File: config.mk
export PLATFORM = sky130hd
export DESIGN_NAME = rmcs_top
export DESIGN_NICKNAME = d
export VERILOG_FILES = /design/src/inc/rmcs_pkg.sv /design/src/hdl/rmcs_top.sv
export SDC_FILE = /design/constraint.sdc
export NUM_CORES = 1
export LEC_CHECK = 0
export ABC_AREA = 1
export ABC_CLOCK_PERIOD_IN_PS = 5950
export BUFFER_PORTS_ARGS = -buffer_cell sky130_fd_sc_hd__buf_2
export CAP_MARGIN = 20
export CELL_PAD_IN_SITES_DETAIL_PLACEMENT = 1
export CELL_PAD_IN_SITES_GLOBAL_PLACEMENT = 1
export CORE_ASPECT_RATIO = 0.6
export CORE_MARGIN = 2
export CORE_UTILIZATION = 41
export CTS_CLUSTER_DIAMETER = 60
export DETAILED_ROUTE_END_ITERATION = 10
export HOLD_SLACK_MARGIN = 0.06
export PLACE_DENSITY_LB_ADDON = 0.08
export SYNTH_ARGS = -nofsm -noshare
export SYNTH_HDL_FRONTEND = slang
export SYNTH_SLANG_ARGS = --single-unit
File: constraint.sdc
create_clock -name clk_i -period 5.95 [get_ports clk_i]
set_input_delay 0.2975 -clock clk_i [delete_from_list [all_inputs] [get_ports clk_i]]
set_output_delay 0.2975 -clock clk_i [all_outputs]
set_load 0.005 [all_outputs]
File: src/inc/rmcs_pkg.sv
// Package for the relay matrix channel selector: register map, field layout,
// reset values and the encodings of modes and module types.
// Assumes a 32-bit classic Wishbone register bus and a 2 x 12 relay module.
package rmcs_pkg;

  // Relay module geometry.
  localparam int RMCS_RELAYS = 12;
  localparam int RMCS_UNITS = 16;
  localparam logic [9:0] RMCS_CH_MIN = 10'h001;
  localparam logic [9:0] RMCS_CH_MAX = 10'h0C0;

  // Wishbone address layout: word index, then unit address, then side.
  localparam int RMCS_ADR_W = 12;
  localparam int RMCS_IDX_LSB = 2;
  localparam int RMCS_IDX_MSB = 5;
  localparam int RMCS_UNIT_LSB = 6;
  localparam int RMCS_UNIT_MSB = 9;
  localparam int RMCS_SIDE_BIT = 10;

  // Register byte offsets inside one unit.
  localparam logic [5:0] RMCS_IN_A_CH = 6'h00;
  localparam logic [5:0] RMCS_IN_B_CH = 6'h04;
  localparam logic [5:0] RMCS_OUT_A_CH = 6'h08;
  localparam logic [5:0] RMCS_OUT_B_CH = 6'h0C;
  localparam logic [5:0] RMCS_OUT_MODE = 6'h10;
  localparam logic [5:0] RMCS_IO_OFFSET = 6'h14;
  localparam logic [5:0] RMCS_AB_OFFSET = 6'h18;
  localparam logic [5:0] RMCS_SWEEP_CTRL = 6'h1C;
  localparam logic [5:0] RMCS_SWEEP_POINT = 6'h20;
  localparam logic [5:0] RMCS_RELAY_STATE = 6'h24;
  localparam logic [5:0] RMCS_UNIT_CONFIG = 6'h28;

  // Sweep control fields.
  localparam int RMCS_SW_ACTIVE = 0;
  localparam int RMCS_SW_A_IN = 1;
  localparam int RMCS_SW_B_IN = 2;
  localparam int RMCS_SW_A_OUT = 3;
  localparam int RMCS_SW_B_OUT = 4;

  // Field positions of the readback registers.
  localparam int RMCS_RS_B_LSB = 12;
  localparam int RMCS_RS_BRK_LSB = 24;
  localparam int RMCS_CFG_TYPE_LSB = 4;
  localparam int RMCS_CFG_SIDE_BIT = 6;
  localparam int RMCS_CFG_OUTSIDE_BIT = 8;

  // Reset values.
  localparam logic [7:0] RMCS_CH_RST = 8'h00;
  localparam logic [7:0] RMCS_OFF_RST = 8'h00;
  localparam logic [4:0] RMCS_SWEEP_RST = 5'h00;
  localparam logic [31:0] RMCS_DATA_ZERO = 32'h0000_0000;

  // Output relationship modes; the reset value is the independent mode.
  typedef enum logic [1:0] {
    RMCS_MODE_INDEP,
    RMCS_MODE_ALL,
    RMCS_MODE_ALL_BUT_ONE,
    RMCS_MODE_SPARE
  } rmcs_mode_t;

  // Module flavour as set by the unit's own configuration switches.
  typedef enum logic [1:0] {
    RMCS_TYPE_OUTPUT,
    RMCS_TYPE_INPUT,
    RMCS_TYPE_PATCH,
    RMCS_TYPE_UNBAL
  } rmcs_type_t;

endpackage

File: src/hdl/rmcs_top.sv
// Channel selector for one 2 x 12 relay module in a stacked switcher system.
// Assumes a classic Wishbone master on the shared control bus, straps that are
// static, and relay drivers that close a relay while its output bit is high.
// How it works
// - Two commons onto twelve relays, sixteen-unit stack.
// - Input A and B channels span 1..192.
// - Output A and B channels span 1..192.
// - Unit answers only its twelve-channel block.
// - Zero or foreign channel connects nothing.
// - Static selections rule unless sweep active.
// - Sweep end restores static connections exactly.
// - Independent mode sets A, B freely; default.
// - All-driven mode: B everywhere, A off.
// - All-driven mode ignores output channel selections, except for the patch break relays.
// - All-but-one: A selected, B all others.
// - Swept output equals input plus offset.
// - Swept B equals A plus offset.
// - Output unit fans generator commons out.
// - Patch unit breaks path while relay operated.
// - Unbalanced unit side chosen by strap.
// - Unit responds only to its own address.
// - Four-bit 8-4-2-1 address picks channel block.
//
// Design decisions made here: the placing of the registers and the Wishbone interface to the registers.
`timescale 1ns/1ps

module rmcs_top
  import rmcs_pkg::*;
(
  input wire logic clk_i,
  input wire logic rst_i,
  input wire logic wb_cyc_i,
  input wire logic wb_stb_i,
  input wire logic wb_we_i,
  input wire logic [RMCS_ADR_W-1:0] wb_adr_i,
  input wire logic [3:0] wb_sel_i,
  input wire logic [31:0] wb_dat_i,
  output logic [31:0] wb_dat_o,
  output logic wb_ack_o,
  input wire logic [3:0] unit_addr_i,
  input wire logic [1:0] unit_type_i,
  input wire logic unbal_output_i,
  output logic [RMCS_RELAYS-1:0] relay_a_o,
  output logic [RMCS_RELAYS-1:0] relay_b_o,
  output logic [RMCS_RELAYS-1:0] patch_break_o
);

  // Turns a signed channel number into a one-hot relay word for this unit.
  function automatic logic [RMCS_RELAYS-1:0] rmcs_decode(input logic [9:0] ch, input logic [3:0] unit);
    logic [7:0] idx;
    logic [7:0] blk;
    logic [7:0] rel;
    logic [RMCS_RELAYS-1:0] hot;
    idx = 8'h00;
    blk = 8'h00;
    rel = 8'h00;
    hot = '0;
    if (!ch[9] && ch >= RMCS_CH_MIN && ch <= RMCS_CH_MAX) begin
      idx = ch[7:0] - 8'h01;
      blk = idx / 8'h0C;
      rel = idx % 8'h0C;
      if (blk == {4'h0, unit}) begin
        hot = 12'h001 << rel[3:0];
      end
    end
    return hot;
  endfunction

  // Straps are resampled every cycle; under reset they take constants only.
  logic [3:0] unit_addr_r;
  rmcs_type_t unit_type_r;
  logic unbal_output_r;

  always_ff @(posedge clk_i) begin
    if (rst_i) begin
      unit_addr_r <= 4'h0;
      unit_type_r <= RMCS_TYPE_OUTPUT;
      unbal_output_r <= 1'b0;
    end else begin
      unit_addr_r <= unit_addr_i;
      unit_type_r <= rmcs_type_t'(unit_type_i);
      unbal_output_r <= unbal_output_i;
    end
  end

  // Which side this unit serves; a patch unit follows the output selections.
  wire is_output_side = (unit_type_r == RMCS_TYPE_OUTPUT) || (unit_type_r == RMCS_TYPE_PATCH) ||
    ((unit_type_r == RMCS_TYPE_UNBAL) && unbal_output_r);

  // Bus decode: the side and unit fields must name this very unit.
  wire [3:0] adr_unit = wb_adr_i[RMCS_UNIT_MSB:RMCS_UNIT_LSB];
  wire adr_side = wb_adr_i[RMCS_SIDE_BIT];
  wire [5:0] adr_off = {wb_adr_i[RMCS_IDX_MSB:RMCS_IDX_LSB], 2'b00};
  wire unit_hit = (adr_unit == unit_addr_r) && (adr_side == is_output_side);
  wire req = wb_cyc_i && wb_stb_i && unit_hit && !wb_ack_o;
  wire wr = req && wb_we_i && wb_sel_i[0];

  // Software-visible registers.
  logic [7:0] in_a_r;
  logic [7:0] in_b_r;
  logic [7:0] out_a_r;
  logic [7:0] out_b_r;
  rmcs_mode_t mode_r;
  logic [7:0] io_off_r;
  logic [7:0] ab_off_r;
  logic [4:0] sweep_r;
  logic [7:0] point_r;

  // Only the low byte lane carries the narrow fields, so sel bit 0 gates writes.
  always_ff @(posedge clk_i) begin
    if (rst_i) begin
      in_a_r <= RMCS_CH_RST;
      in_b_r <= RMCS_CH_RST;
      out_a_r <= RMCS_CH_RST;
      out_b_r <= RMCS_CH_RST;
      mode_r <= RMCS_MODE_INDEP;
      io_off_r <= RMCS_OFF_RST;
      ab_off_r <= RMCS_OFF_RST;
      sweep_r <= RMCS_SWEEP_RST;
      point_r <= RMCS_CH_RST;
    end else if (wr) begin
      case (adr_off)
        RMCS_IN_A_CH: in_a_r <= wb_dat_i[7:0];
        RMCS_IN_B_CH: in_b_r <= wb_dat_i[7:0];
        RMCS_OUT_A_CH: out_a_r <= wb_dat_i[7:0];
        RMCS_OUT_B_CH: out_b_r <= wb_dat_i[7:0];
        RMCS_OUT_MODE: mode_r <= rmcs_mode_t'(wb_dat_i[1:0]);
        RMCS_IO_OFFSET: io_off_r <= wb_dat_i[7:0];
        RMCS_AB_OFFSET: ab_off_r <= wb_dat_i[7:0];
        RMCS_SWEEP_CTRL: sweep_r <= wb_dat_i[4:0];
        RMCS_SWEEP_POINT: point_r <= wb_dat_i[7:0];
        default: begin
        end
      endcase
    end
  end

  // Sweep arithmetic in ten signed bits, so a negative or oversized sum simply decodes to nothing.
  wire sweep_on = sweep_r[RMCS_SW_ACTIVE];
  wire sw_a_in = sweep_r[RMCS_SW_A_IN];
  wire sw_b_in = sweep_r[RMCS_SW_B_IN];
  wire sw_a_out = sweep_r[RMCS_SW_A_OUT];
  wire sw_b_out = sweep_r[RMCS_SW_B_OUT];
  wire [9:0] pt_w = {2'b00, point_r};
  wire [9:0] io_w = {{2{io_off_r[7]}}, io_off_r};
  wire [9:0] ab_w = {{2{ab_off_r[7]}}, ab_off_r};
  wire a_swept = sw_a_in || sw_a_out;
  wire in_swept = sw_a_in || sw_b_in;
  wire [9:0] b_base = a_swept ? (pt_w + ab_w) : pt_w;
  wire [9:0] a_out_sw = in_swept ? (pt_w + io_w) : pt_w;
  wire [9:0] b_out_sw = in_swept ? (b_base + io_w) : b_base;

  // Each common line takes the swept value only while the sweep runs and names it.
  wire [9:0] in_a_eff = (sweep_on && sw_a_in) ? pt_w : {2'b00, in_a_r};
  wire [9:0] in_b_eff = (sweep_on && sw_b_in) ? b_base : {2'b00, in_b_r};
  wire [9:0] out_a_eff = (sweep_on && sw_a_out) ? a_out_sw : {2'b00, out_a_r};
  wire [9:0] out_b_eff = (sweep_on && sw_b_out) ? b_out_sw : {2'b00, out_b_r};

  // One-hot relay words for every line as seen by this unit.
  wire [RMCS_RELAYS-1:0] in_a_hot = rmcs_decode(in_a_eff, unit_addr_r);
  wire [RMCS_RELAYS-1:0] in_b_hot = rmcs_decode(in_b_eff, unit_addr_r);
  wire [RMCS_RELAYS-1:0] out_a_hot = rmcs_decode(out_a_eff, unit_addr_r);
  wire [RMCS_RELAYS-1:0] out_b_hot = rmcs_decode(out_b_eff, unit_addr_r);

  // Output-side relay words per mode; the all-driven mode never looks at the channel fields.
  logic [RMCS_RELAYS-1:0] out_a_nxt;
  logic [RMCS_RELAYS-1:0] out_b_nxt;

  always_comb begin
    out_a_nxt = out_a_hot;
    out_b_nxt = out_b_hot;
    case (mode_r)
      RMCS_MODE_ALL: begin
        out_a_nxt = '0;
        out_b_nxt = '1;
      end
      RMCS_MODE_ALL_BUT_ONE: begin
        out_a_nxt = out_a_hot;
        out_b_nxt = ~out_a_hot;
      end
      default: begin
      end
    endcase
  end

  // Final drive words; a patch unit operates its insertion relays instead of the commons.
  wire is_patch = (unit_type_r == RMCS_TYPE_PATCH);
  wire [RMCS_RELAYS-1:0] relay_a_nxt = is_patch ? '0 : (is_output_side ? out_a_nxt : in_a_hot);
  wire [RMCS_RELAYS-1:0] relay_b_nxt = is_patch ? '0 : (is_output_side ? out_b_nxt : in_b_hot);
  wire [RMCS_RELAYS-1:0] break_nxt = is_patch ? (out_a_hot | out_b_hot) : '0;

  // Relay drivers are registered so that the relay coils never see decode glitches.
  always_ff @(posedge clk_i) begin
    if (rst_i) begin
      relay_a_o <= '0;
      relay_b_o <= '0;
      patch_break_o <= '0;
    end else begin
      relay_a_o <= relay_a_nxt;
      relay_b_o <= relay_b_nxt;
      patch_break_o <= break_nxt;
    end
  end

  // Read mux; an unmapped offset inside this unit reads as zero so the master never hangs.
  logic [31:0] rd_nxt;

  always_comb begin
    rd_nxt = RMCS_DATA_ZERO;
    case (adr_off)
      RMCS_IN_A_CH: rd_nxt = {24'h000000, in_a_r};
      RMCS_IN_B_CH: rd_nxt = {24'h000000, in_b_r};
      RMCS_OUT_A_CH: rd_nxt = {24'h000000, out_a_r};
      RMCS_OUT_B_CH: rd_nxt = {24'h000000, out_b_r};
      RMCS_OUT_MODE: rd_nxt = {30'h00000000, mode_r};
      RMCS_IO_OFFSET: rd_nxt = {24'h000000, io_off_r};
      RMCS_AB_OFFSET: rd_nxt = {24'h000000, ab_off_r};
      RMCS_SWEEP_CTRL: rd_nxt = {27'h0000000, sweep_r};
      RMCS_SWEEP_POINT: rd_nxt = {24'h000000, point_r};
      RMCS_RELAY_STATE: rd_nxt = {8'h00, relay_b_o | patch_break_o, relay_a_o} & 32'h00FF_FFFF;
      RMCS_UNIT_CONFIG: rd_nxt = {23'h000000, is_output_side, 1'b0, unbal_output_r, unit_type_r, unit_addr_r};
      default: rd_nxt = RMCS_DATA_ZERO;
    endcase
  end

  // Ack one cycle after the request and drop it the next; another unit's address gets no ack here.
  always_ff @(posedge clk_i) begin
    if (rst_i) begin
      wb_ack_o <= 1'b0;
      wb_dat_o <= RMCS_DATA_ZERO;
    end else begin
      wb_ack_o <= req;
      wb_dat_o <= req ? rd_nxt : RMCS_DATA_ZERO;
    end
  end

endmodule // rmcs_top

==> results.yml, run 1 <==
critical_path:
  crit_required_ns: 6.26
  critPathSlowestCell: "dfxtp_1"
  start_kind: "flip-flop"
  cp_common_cell: "nand2_1"
  arrival_ns: 5.73
  rr_startpoint: "point_r[1]$_SDFFE_PP0P_"
  cp_max_fo: 16
  critical_path.max_stage_delay_ns: 0.60
  r2r-end: "relay_b_o[5]$_SDFF_PP0_"
  reg2regPathDepth: 29
  cp_num_buf_inv: 3
  cp_top_family: "simple AND/OR/NAND/NOR gates"
  critPathKind: "flip-flop to flip-flop"
  rrSetupSlack_ns: 0.53
  crit_path_end_kind: "flip-flop"
placement:
  io_buffers: 90
  gp_congestion: 0.9546
  placed_area_sq_mm: 0.01003
  hpwl_mm: 30.75
global_route:
  gr-usage-all-layers: 0.3282
  grt_pass1_wl_mm: 58.65
  grt_overflow: 0
  antenna_found_initial: 0
  grt_max_degree: 39
  grt_pass1_vias: 10140
finish:
  drive_above_1_share: 0.1127
  fin_nets: 1672
  antennaDiodeCount: 0
  design_area_sq_mm: 0.01064
  syn2layout_area_growth_pct: 14.71
sta:
  rsz0062_at_grt: "no"
  max_freq_ghz: 0.1843
  worstMarginPinSlew_ns: 1.105
  relSlewSlack: 0.2628
  min_period_over_period: 0.9117
  drv_slew: 0
  tns_ns: 0
  hold_violations: 0
  min_period_ns: 5.424
  finClkSkew_ns: 0.01101
  setup_viol: 0
clocking:
  cts_root_buf: "clkbuf_16"
  clkSinkCount: 131
  clk_pin_slew_ns: 0.07
  tritoncts: "done"
  cts_setup_buffers: 0
  clk_latency_ns: 0.44
  h-tree-depth: 4
  clk_path_buf_depth: 2
  cts_buffers: 17
synthesis:
  syn_inst: 1465
  ys_top_cells_by_count: "nand2_1 (338), inv_1 (217), nor2_1 (155)"
  ys_types: 49
  synthTopCellsByArea: "dfxtp_1 (28%), nand2_1 (14%), inv_1 (8.8%)"
  yosysMostFrequentCell: "nand2_1"
  synth_edf_count: 0
  syn_area_sq_mm: 0.009271
  synth_top_area_share: 0.2829
  synthArstFlopShare: 0
  ys_seq_area_frac: 0.2829
  yosys_warnings: 0
  yosys.area.top_type: "dfxtp_1"
  ys_ff_latch: 131
  avgSynthCellArea_sq_um: 6.329
  synthFlopType: "dfxtp_1"
floorplanning:
  num_rows: 42
  die_w_um: 198.1
  fp.coreArea_sq_mm: 0.02212
  dieArea_sq_mm: 0.02387
  initial_utilization: 0.4191
  die_y_um: 120.5
  pin_count: 129
drt:
  vias: 10460
  drc: 0
  drtIter0Drc: 852
  dr.pass1.iters: 6
  postRouteWirelength_mm: 38.39
  antenna_left: 0
  routedWlPerCell_um: 20.44
  vias_per_cell: 5.568
min_path:
  hold_depth: 3
  holdPathEnd: "unit_type_r[1]$_SDFF_PP0_"
  min_path_type: "input pin to flip-flop"
  hold_start: "unit_type_i[1]"
job:
  cap_violations: 0
pwr:
  irDropWorstVdd_mv: 0.1967
  powerDensity_mw_per_mm2: 192.3
  leakage_nw: 5.245
run_status:
  status: "complete, no violations"
routing by layer:
metal / share of wire / up-vias / GRT usage
li1: - / 4977 / -
met1: 0.49 / 5014 / 0.4909
met2: 0.39 / 419 / 0.4493
met3: 0.11 / 44 / 0.1054
met4: 0.013 / 2 / 0.06861
met5: 0.0019 / - / 0.02397
cell type report:
type,count,area (sq um)
Inverter,224,840.8
Timing Repair Buffer,103,550.5
Clock inverter,15,167.7
Clock buffer,17,425.4
Tap cell,308,385.4
Sequential cell,131,2623
Multi-Input combinational cell,1080,5643
Fill cell,3014,11490
sequential cells by signal, indices dropped and copies added, names as in the netlist:
| register | flops |
|---|---|
| relay_b_o | 12 |
| unit_type_r | 2 |
| patch_break_o | 12 |
| in_a_r | 8 |
| out_b_r | 8 |
| io_off_r | 8 |
| unit_addr_r | 4 |
| unbal_output_r | 1 |
| mode_r | 2 |
| ab_off_r | 8 |
| sweep_r | 5 |
| relay_a_o | 12 |
| wb_dat_o | 24 |
| point_r | 8 |
| in_b_r | 8 |
| out_a_r | 8 |
| wb_ack_o | 1 |
worst min-delay path, stage by stage:
cell and delay (ns):
buf_2 0.08, inv_1 0.03, nor2_1 0.07
logic make-up (layout without fill, tap and decap cells):
group,count (synthesis),after routing,synth area share
AOI/OAI and AO/OA,296,296,0.1835
xor gates and xnor gates,18,18,0.01984
adders and majority gates,55,55,0.07665
buffers and inverters,261,359,0.1117
DFF,131,131,0.2829
other,1,8,0.0004045
and+or+nand+nor,703,703,0.3250
what timing repair did:
action	in CTS	in global routing
resized for setup	0	2
endpoints found under the setup margin	0	14
endpoints found under the hold margin	1	0
hold buffers	1	0
worst max path at each step:
stage                                   from  slack [ns]                           to  depth (start not counted)
finish               point_r[1]$_SDFFE_PP0P_        0.53      relay_b_o[5]$_SDFF_PP0_                         29
floorplan           ab_off_r[0]$_SDFFE_PP0P_        1.74      relay_b_o[4]$_SDFF_PP0_                         32
CTS                 ab_off_r[0]$_SDFFE_PP0P_        0.54      relay_b_o[9]$_SDFF_PP0_                         32
global placement    ab_off_r[0]$_SDFFE_PP0P_        0.73  patch_break_o[0]$_SDFF_PP0_                         30
global route        ab_off_r[0]$_SDFFE_PP0P_        0.07      relay_b_o[1]$_SDFF_PP0_                         32
detailed placement  ab_off_r[0]$_SDFFE_PP0P_        0.56     relay_b_o[11]$_SDFF_PP0_                         30
metrics by stage:
step           utilization  hold slack [ns]  instances  total power [mW]  setup slack, ns
2_1_floorplan            -           0.4045       1472            0.9503            1.736
3_3_place_gp        0.4533           0.4163       1845            0.9820           0.7264
3_5_place_dp        0.4533           0.4238       1845            0.9842           0.5631
4_1_cts             0.4805          0.06396       1878             2.045           0.5419
5_1_grt             0.4807          0.08517       1878             2.097          0.07140
6_report            0.4807          0.06342       1878             2.046           0.5255
power by group:
| part | internal (mW) | switching, mW |
|---|---|---|
| Clock | 0.596 | 0.481 |
| Combinational | 0.0196 | 0.0635 |
| Sequential | 0.879 | 0.00589 |
| Total | 1.50 | 0.550 |
cell usage in the layout, fill, tap and decap left out, types with 4 or more instances in the layout:
master / n
nand2_1: 338
inv_1: 217
nor2_1: 155
nand3_1: 137
dfxtp_1: 131
a21oi_1: 123
buf_2: 90
o21ai_0: 68
ha_1: 52
nand4_1: 30
a211oi_1: 30
o22ai_1: 18
clkbuf_16: 17
o21ai_1: 15
xor2_1: 14
nor2_2: 12
buf_4: 12
a221oi_1: 10
nand2_2: 9
a31oi_1: 8
conb_1: 8
and2_1: 6
inv_2: 5
inv_8: 5
o21ai_2: 4
or2_2: 4
Note: power is estimated with default switching activity, not from simulation.
==> run 2: changes to the inputs <==
ABC_AREA = unset   (was 1)
CORE_UTILIZATION = 45   (was 41)
CTS_BUF_LIST = sky130_fd_sc_hd__clkbuf_2 sky130_fd_sc_hd__clkbuf_4 sky130_fd_sc_hd__clkbuf_8   (was unset)
==> run 2 against run 1 <==
The run now ends with setup timing left. Worst hold slack gained 0.036 ns. Sequential cell count is the same. Worst setup slack lost 0.53 ns. Synthesized area grew 21%. Utilization grew 6.0 points. Combinational power grew 26%. Synthesized cell count grew 1.3%. Wire length grew 20%. Die area grew 10%. Sequential power is essentially flat. Cell area grew 24%. Clock skew grew 0.0014 ns. Largest power group unchanged.
==> results.yml, run 2 <==
drt:
  postRouteWirelength_mm: 46.02
  drc: 0
  vias_per_cell: 6.396
  dr.pass1.iters: 7
  drtIter0Drc: 1294
  routedWlPerCell_um: 23.78
  vias: 12380
  antenna_left: 0
placement:
  dp_cells: 1887
  dp_slack_ns: -0.06740
  io_buffers: 90
  hpwl_mm: 35.01
  gp_congestion: 0.9600
critical_path:
  rrSetupSlack_ns: -0.0008
  crit_start: "point_r[0]$_SDFFE_PP0P_"
  reg2regPathDepth: 18
  crit_required_ns: 6.40
  critPathSlowestCell: "or4_4"
  path_cells: "ha_4 > fa_2 > xnor2_2 > a21oi_1 > ha_1 > o21a_1 > a2111oi_2 > o31a_1 > nor3_1 > or4_4 > or3_4 > and2_4 > a311o_1 > or4_4 > a2111oi_4 > o211ai_2 > o31ai_1 > a22o_1"
  start_kind: "flip-flop"
  arrival_ns: 6.40
  cp_max_fo: 6
  critPathKind: "flip-flop to flip-flop"
  crit_path_end_kind: "flip-flop"
  critical_path.max_stage_delay_ns: 0.56
  cp_common_cell: "or4_4"
  r2r-end: "relay_b_o[2]$_SDFF_PP0_"
  endpoint: "relay_b_o[2]$_SDFF_PP0_"
  rr_startpoint: "point_r[0]$_SDFFE_PP0P_"
finish:
  final_core_utilization: 0.5403
  layout_common_cells: "nand2_1 (169), nor2_1 (167), dfxtp_1 (125), a21oi_1 (101), buf_2 (91)"
  layout_commonest_cell: "nand2_1"
  drive_above_1_share: 0.1971
  top_register: "wb_dat_o"
  syn2layout_area_growth_pct: 17.07
  antennaDiodeCount: 0
  fin_nets: 1715
  largest_reg_flops: 24
  instances_no_fill: 1935
floorplanning:
  initial_utilization: 0.4615
  fp.coreArea_sq_mm: 0.02433
  die_y_um: 126.4
  die_w_um: 208.0
  pin_count: 129
  num_rows: 44
  dieArea_sq_mm: 0.02628
sta:
  setup_viol: 1
  fin_ws_ns: -0.0007980
  drv_slew: 0
  tns_ns: -0.0007980
  min_period_over_period: 1.000
  min_period_ns: 5.951
  max_freq_ghz: 0.1680
  finClkSkew_ns: 0.01239
  rsz0062_at_grt: "yes"
  hold_violations: 0
  worstMarginPinSlew_ns: 0.9202
  relSlewSlack: 0.3837
global_route:
  grt_pass1_wl_mm: 69.57
  grt_pass1_vias: 11860
  grt_max_degree: 73
  gr-usage-all-layers: 0.3390
  antenna_found_initial: 1
  grt_overflow: 0
pwr:
  irDropWorstVdd_mv: 0.1385
  leakage_nw: 5.474
  p_total_mw: 1.879
  powerDensity_mw_per_mm2: 142.9
synthesis:
  yosysMostFrequentCell: "nand2_1"
  ys_top_cells_by_count: "nand2_1 (171), nor2_1 (168), dfxtp_1 (131)"
  synthFlopType: "dfxtp_1"
  avgSynthCellArea_sq_um: 7.568
  synth_top_area_share: 0.2335
  yosys.area.top_type: "dfxtp_1"
  synthArstFlopShare: 0
  yosys_warnings: 0
  synth_edf_count: 0
  syn_inst: 1484
  synthTopCellsByArea: "dfxtp_1 (23%), ha_1 (5.8%), nand2_1 (5.7%)"
  syn_area_sq_mm: 0.01123
  ys_types: 97
  ys_seq_area_frac: 0.2335
  ys_ff_latch: 131
clocking:
  clk_latency_ns: 0.50
  tritoncts: "done"
  clk_path_buf_depth: 2
  clkSinkCount: 131
  cts_buffers: 17
  cts_root_buf: "clkbuf_8"
  h-tree-depth: 4
  clk_pin_slew_ns: 0.09
job:
  cap_violations: 0
run_status:
  violations: "setup timing"
  status: "finished, violations left"
min_path:
  min_path_type: "input pin to flip-flop"
## run 2: stage by stage
step | hold slack (ns) | cell area [sq um]
2_1_floorplan | 0.4257 | 11260
3_3_place_gp | 0.4443 | 12280
3_5_place_dp | 0.4553 | 12290
4_1_cts | 0.06775 | 12820
5_1_grt | 0.07605 | 13150
6_report | 0.09973 | 13150
## run 2: repair_timing
item / 4_1_cts / 5_1_grt
endpoints found under the setup margin: 9 / 34
resized for setup: 0 / 65
pin swaps: 1 / 24
endpoints found under the hold margin: 6 / 0
buffers inserted: 2 / 8
hold buffers: 6 / 0
## run 2: worst min-delay path by stage
stage / start / to / slack (ns) / depth (start not counted)
after floorplan: unbal_output_i / unbal_output_r$_SDFF_PP0_ / 0.43 / 1
after global placement: relay_b_o[7]$_SDFF_PP0_ / wb_dat_o[19]$_SDFF_PP0_ / 0.44 / 2
after detailed placement: relay_b_o[1]$_SDFF_PP0_ / wb_dat_o[13]$_SDFF_PP0_ / 0.46 / 2
after CTS: unit_type_i[1] / unit_type_r[1]$_SDFF_PP0_ / 0.07 / 2
after global routing: unit_type_i[1] / unit_type_r[1]$_SDFF_PP0_ / 0.08 / 2
final: unit_type_i[1] / unit_type_r[1]$_SDFF_PP0_ / 0.1 / 2
## run 2: layout make-up
cell class,count,area [sq um]
clock buffers,17,234.0
clock inverters,15,219.0
fillers,3026,11190
inverters,31,116.4
multi-input cells,1230,8332
flip-flops and latches,131,2630
well taps,322,402.9
repair buffers,189,1214
## run 2: kinds of logic after synthesis
logic type / count (synthesis) / synth area share
AOI/OAI and AO/OA: 424 / 0.2701
buffers and inverters: 130 / 0.04969
xor gates and xnor gates: 59 / 0.04668
other: 1 / 0.0003339
and+or+nand+nor: 608 / 0.2660
muxes: 76 / 0.07041
DFF: 131 / 0.2335
adders and majority gates: 55 / 0.06328
## run 2: critical path, delay by kind of cell, from the launching register on
kind / cells / cell delay, ns
compound gates: 9 / 2.65
simple gates: 5 / 1.76
fa+ha+maj: 3 / 0.95
flops: 1 / 0.35
xor+xnor: 1 / 0.17
## run 2: power breakdown
part / leakage (nW) / internal (mW) / switching (mW) / total (mW)
sequential: 1.06 / 0.878 / 0.00694 / 0.885
combinational: 4.19 / 0.0318 / 0.0733 / 0.105
clock: 0.225 / 0.467 / 0.421 / 0.888
## run 2: metal layers
metal	share of wire	GRT usage
met4	0.019	0.09220
met2	0.41	0.4886
met3	0.10	0.09483
met5	0.00030	0
met1	0.47	0.4923
==> run 3: changes to the inputs <==
ABC_AREA = 1   (was unset)
CORE_UTILIZATION = 42   (was 45)
SKIP_LAST_GASP = 1   (was unset)
==> run 3 against run 2 <==
The flow now finishes without violations. Clock power is 13% lower. Critical path depth is 11 higher. Worst setup slack better by 0.47 ns. Global-route usage is 0.90 points lower. Register-to-register slack better by 0.47 ns. Sequential share of layout area is 5.0 points higher. Fmax is 8.7% higher. First-iteration DRC count is 35% lower. Clock skew is 0.016 ns higher. Non-clock buffer count is 80 lower.
==> results.yml, run 3 (synthesized netlist as in run 1, its figures left out) <==
run_status:
  status: "complete, no violations"
finish:
  fillers: 3047
  layout_commonest_cell: "nand2_1"
  drive_above_1_share: 0.1129
  top_register: "wb_dat_o"
  layout_common_cells: "nand2_1 (338), inv_1 (217), nor2_1 (155), nand3_1 (137), dfxtp_1 (130)"
  largest_reg_flops: 24
  multi_input_area_sq_mm: 0.005643
  instances_no_fill: 1862
  final_core_utilization: 0.4794
  antennaDiodeCount: 0
  design_area_sq_mm: 0.01048
  syn2layout_area_growth_pct: 13.04
  ff_latch_area_sq_mm: 0.002624
  fin_nets: 1678
drt:
  postRouteWirelength_mm: 38.16
  vias_per_cell: 5.574
  vias: 10380
  drc: 0
  routedWlPerCell_um: 20.50
  dr.pass1.iters: 5
  drtIter0Drc: 847
  antenna_left: 0
critical_path:
  cp_common_cell: "nand2_1"
  critPathKind: "flip-flop to flip-flop"
  cp_max_fo: 16
  crit_required_ns: 6.29
  critical_path.max_stage_delay_ns: 0.70
  crit_path_end_kind: "flip-flop"
  arrival_ns: 5.82
  start_kind: "flip-flop"
  critPathSlowestCell: "nor2_1"
sta:
  relSlewSlack: 0.2835
  worstMarginPinSlew_ns: 1.071
  hold_ws_ns: 0.1988
  drv_slew: 0
  setup_viol: 0
  finClkSkew_ns: 0.02862
  tns_ns: 0
  max_freq_ghz: 0.1826
  min_period_ns: 5.477
  fin_ws_ns: 0.4733
  rsz0062_at_grt: "no"
  min_period_over_period: 0.9205
  hold_violations: 0
global_route:
  gr-usage-all-layers: 0.3300
  grt_overflow: 0
  grt_max_degree: 39
  grt_pass1_wl_mm: 58.45
  grt_pass1_vias: 10220
  antenna_found_initial: 0
clocking:
  clkSinkCount: 131
  clk_path_buf_depth: 2
  clk_pin_slew_ns: 0.09
  clk_latency_ns: 0.48
  cts_root_buf: "clkbuf_8"
  cts_setup_buffers: 0
  h-tree-depth: 4
  cts_buffers: 17
  tritoncts: "done"
floorplanning:
  die_y_um: 119.1
  num_rows: 42
  pin_count: 129
  fp.coreArea_sq_mm: 0.02186
  initial_utilization: 0.4241
  dieArea_sq_mm: 0.02332
  die_w_um: 195.8
pwr:
  p_int_mw: 1.261
  power_switching_share: 0.2786
  p_sw_uw: 486.8
  irDropWorstVdd_mv: 0.1345
  p_clk_frac: 0.443
  power_frac_seq: 0.506
  p_total_mw: 1.748
  powerDensity_mw_per_mm2: 166.8
  leakage_nw: 5.177
  combPwrFrac: 0.050
min_path:
  min_path_type: "input pin to flip-flop"
placement:
  io_buffers: 90
  gp_congestion: 0.9773
  dp_cells: 1822
  hpwl_mm: 30.50
  dp_slack_ns: 0.5382
  placed_area_sq_mm: 0.009993
job:
  cap_violations: 0
-- run 3: cell types whose count changed in the layout (fill, tap and decap cells not counted), sizes merged, moves of 21 or more --
cell / previous run / this run
nand3: 50 / 138
mux2i: 61 / 0
nand2: 171 / 347
buf: 183 / 102
nor2b: 21 / 0
o21ai: 45 / 87
and2: 31 / 6
nor3: 36 / 3
a22oi: 22 / 0
nand4: 7 / 30
xnor2: 45 / 3
inv: 37 / 227
-- run 3: path summary, 6_finish.rpt --
kind	to	depth (start not counted)	start	slack, ns
setup reg to reg	relay_b_o[4]$_SDFF_PP0_	29	sweep_r[0]$_SDFFE_PP0P_	0.47
hold / removal	in_a_r[6]$_SDFFE_PP0P_	3	wb_dat_i[6]	0.20
setup / recovery	relay_b_o[4]$_SDFF_PP0_	29	sweep_r[0]$_SDFFE_PP0P_	0.47
hold reg to reg	wb_dat_o[10]$_SDFF_PP0_	2	relay_a_o[10]$_SDFF_PP0_	0.42
-- run 3: worst max-delay path, delay by kind of cell (launching register included) --
kind            cells  cell delay [ns]
flops               1             0.55
simple gates       20             3.22
fa+ha+maj           1             0.24
compound gates      5             0.73
buf+inv             3             0.57
-- run 3: power by group through the flow --
stage / logic (mW) / registers, mW / clock network (mW)
after floorplan: 0.0496 / 0.901 / 0
after CTS: 0.0823 / 0.884 / 0.776
after global placement: 0.0763 / 0.905 / 0
after global routing: 0.0945 / 0.885 / 0.818
final: 0.0879 / 0.885 / 0.775
after detailed placement: 0.0783 / 0.905 / 0
-- run 3: timing repair --
action / in CTS / in global routing
setup endpoints to repair: 0 / 17
resized for setup: 0 / 3
hold endpoints to repair: 7 / 0
hold buffers: 7 / 0
-- run 3: area by class of cell --
type | count | share of cell area
sequential | 131 | 0.2504
multi-input combinational | 1080 | 0.5384
timing repair buffer | 109 | 0.06017
tap | 286 | 0.03414
clock inverter | 12 | 0.01158
clock buffer | 20 | 0.02507
inverter | 224 | 0.08023
-- run 3: per-layer routing --
metal,vias to the layer above,part of all wire,global-route usage
met5,-,0,0
met4,0,0.012,0.06487
met3,30,0.10,0.1136
met2,395,0.38,0.4448
met1,4967,0.50,0.4986
li1,4987,-,-
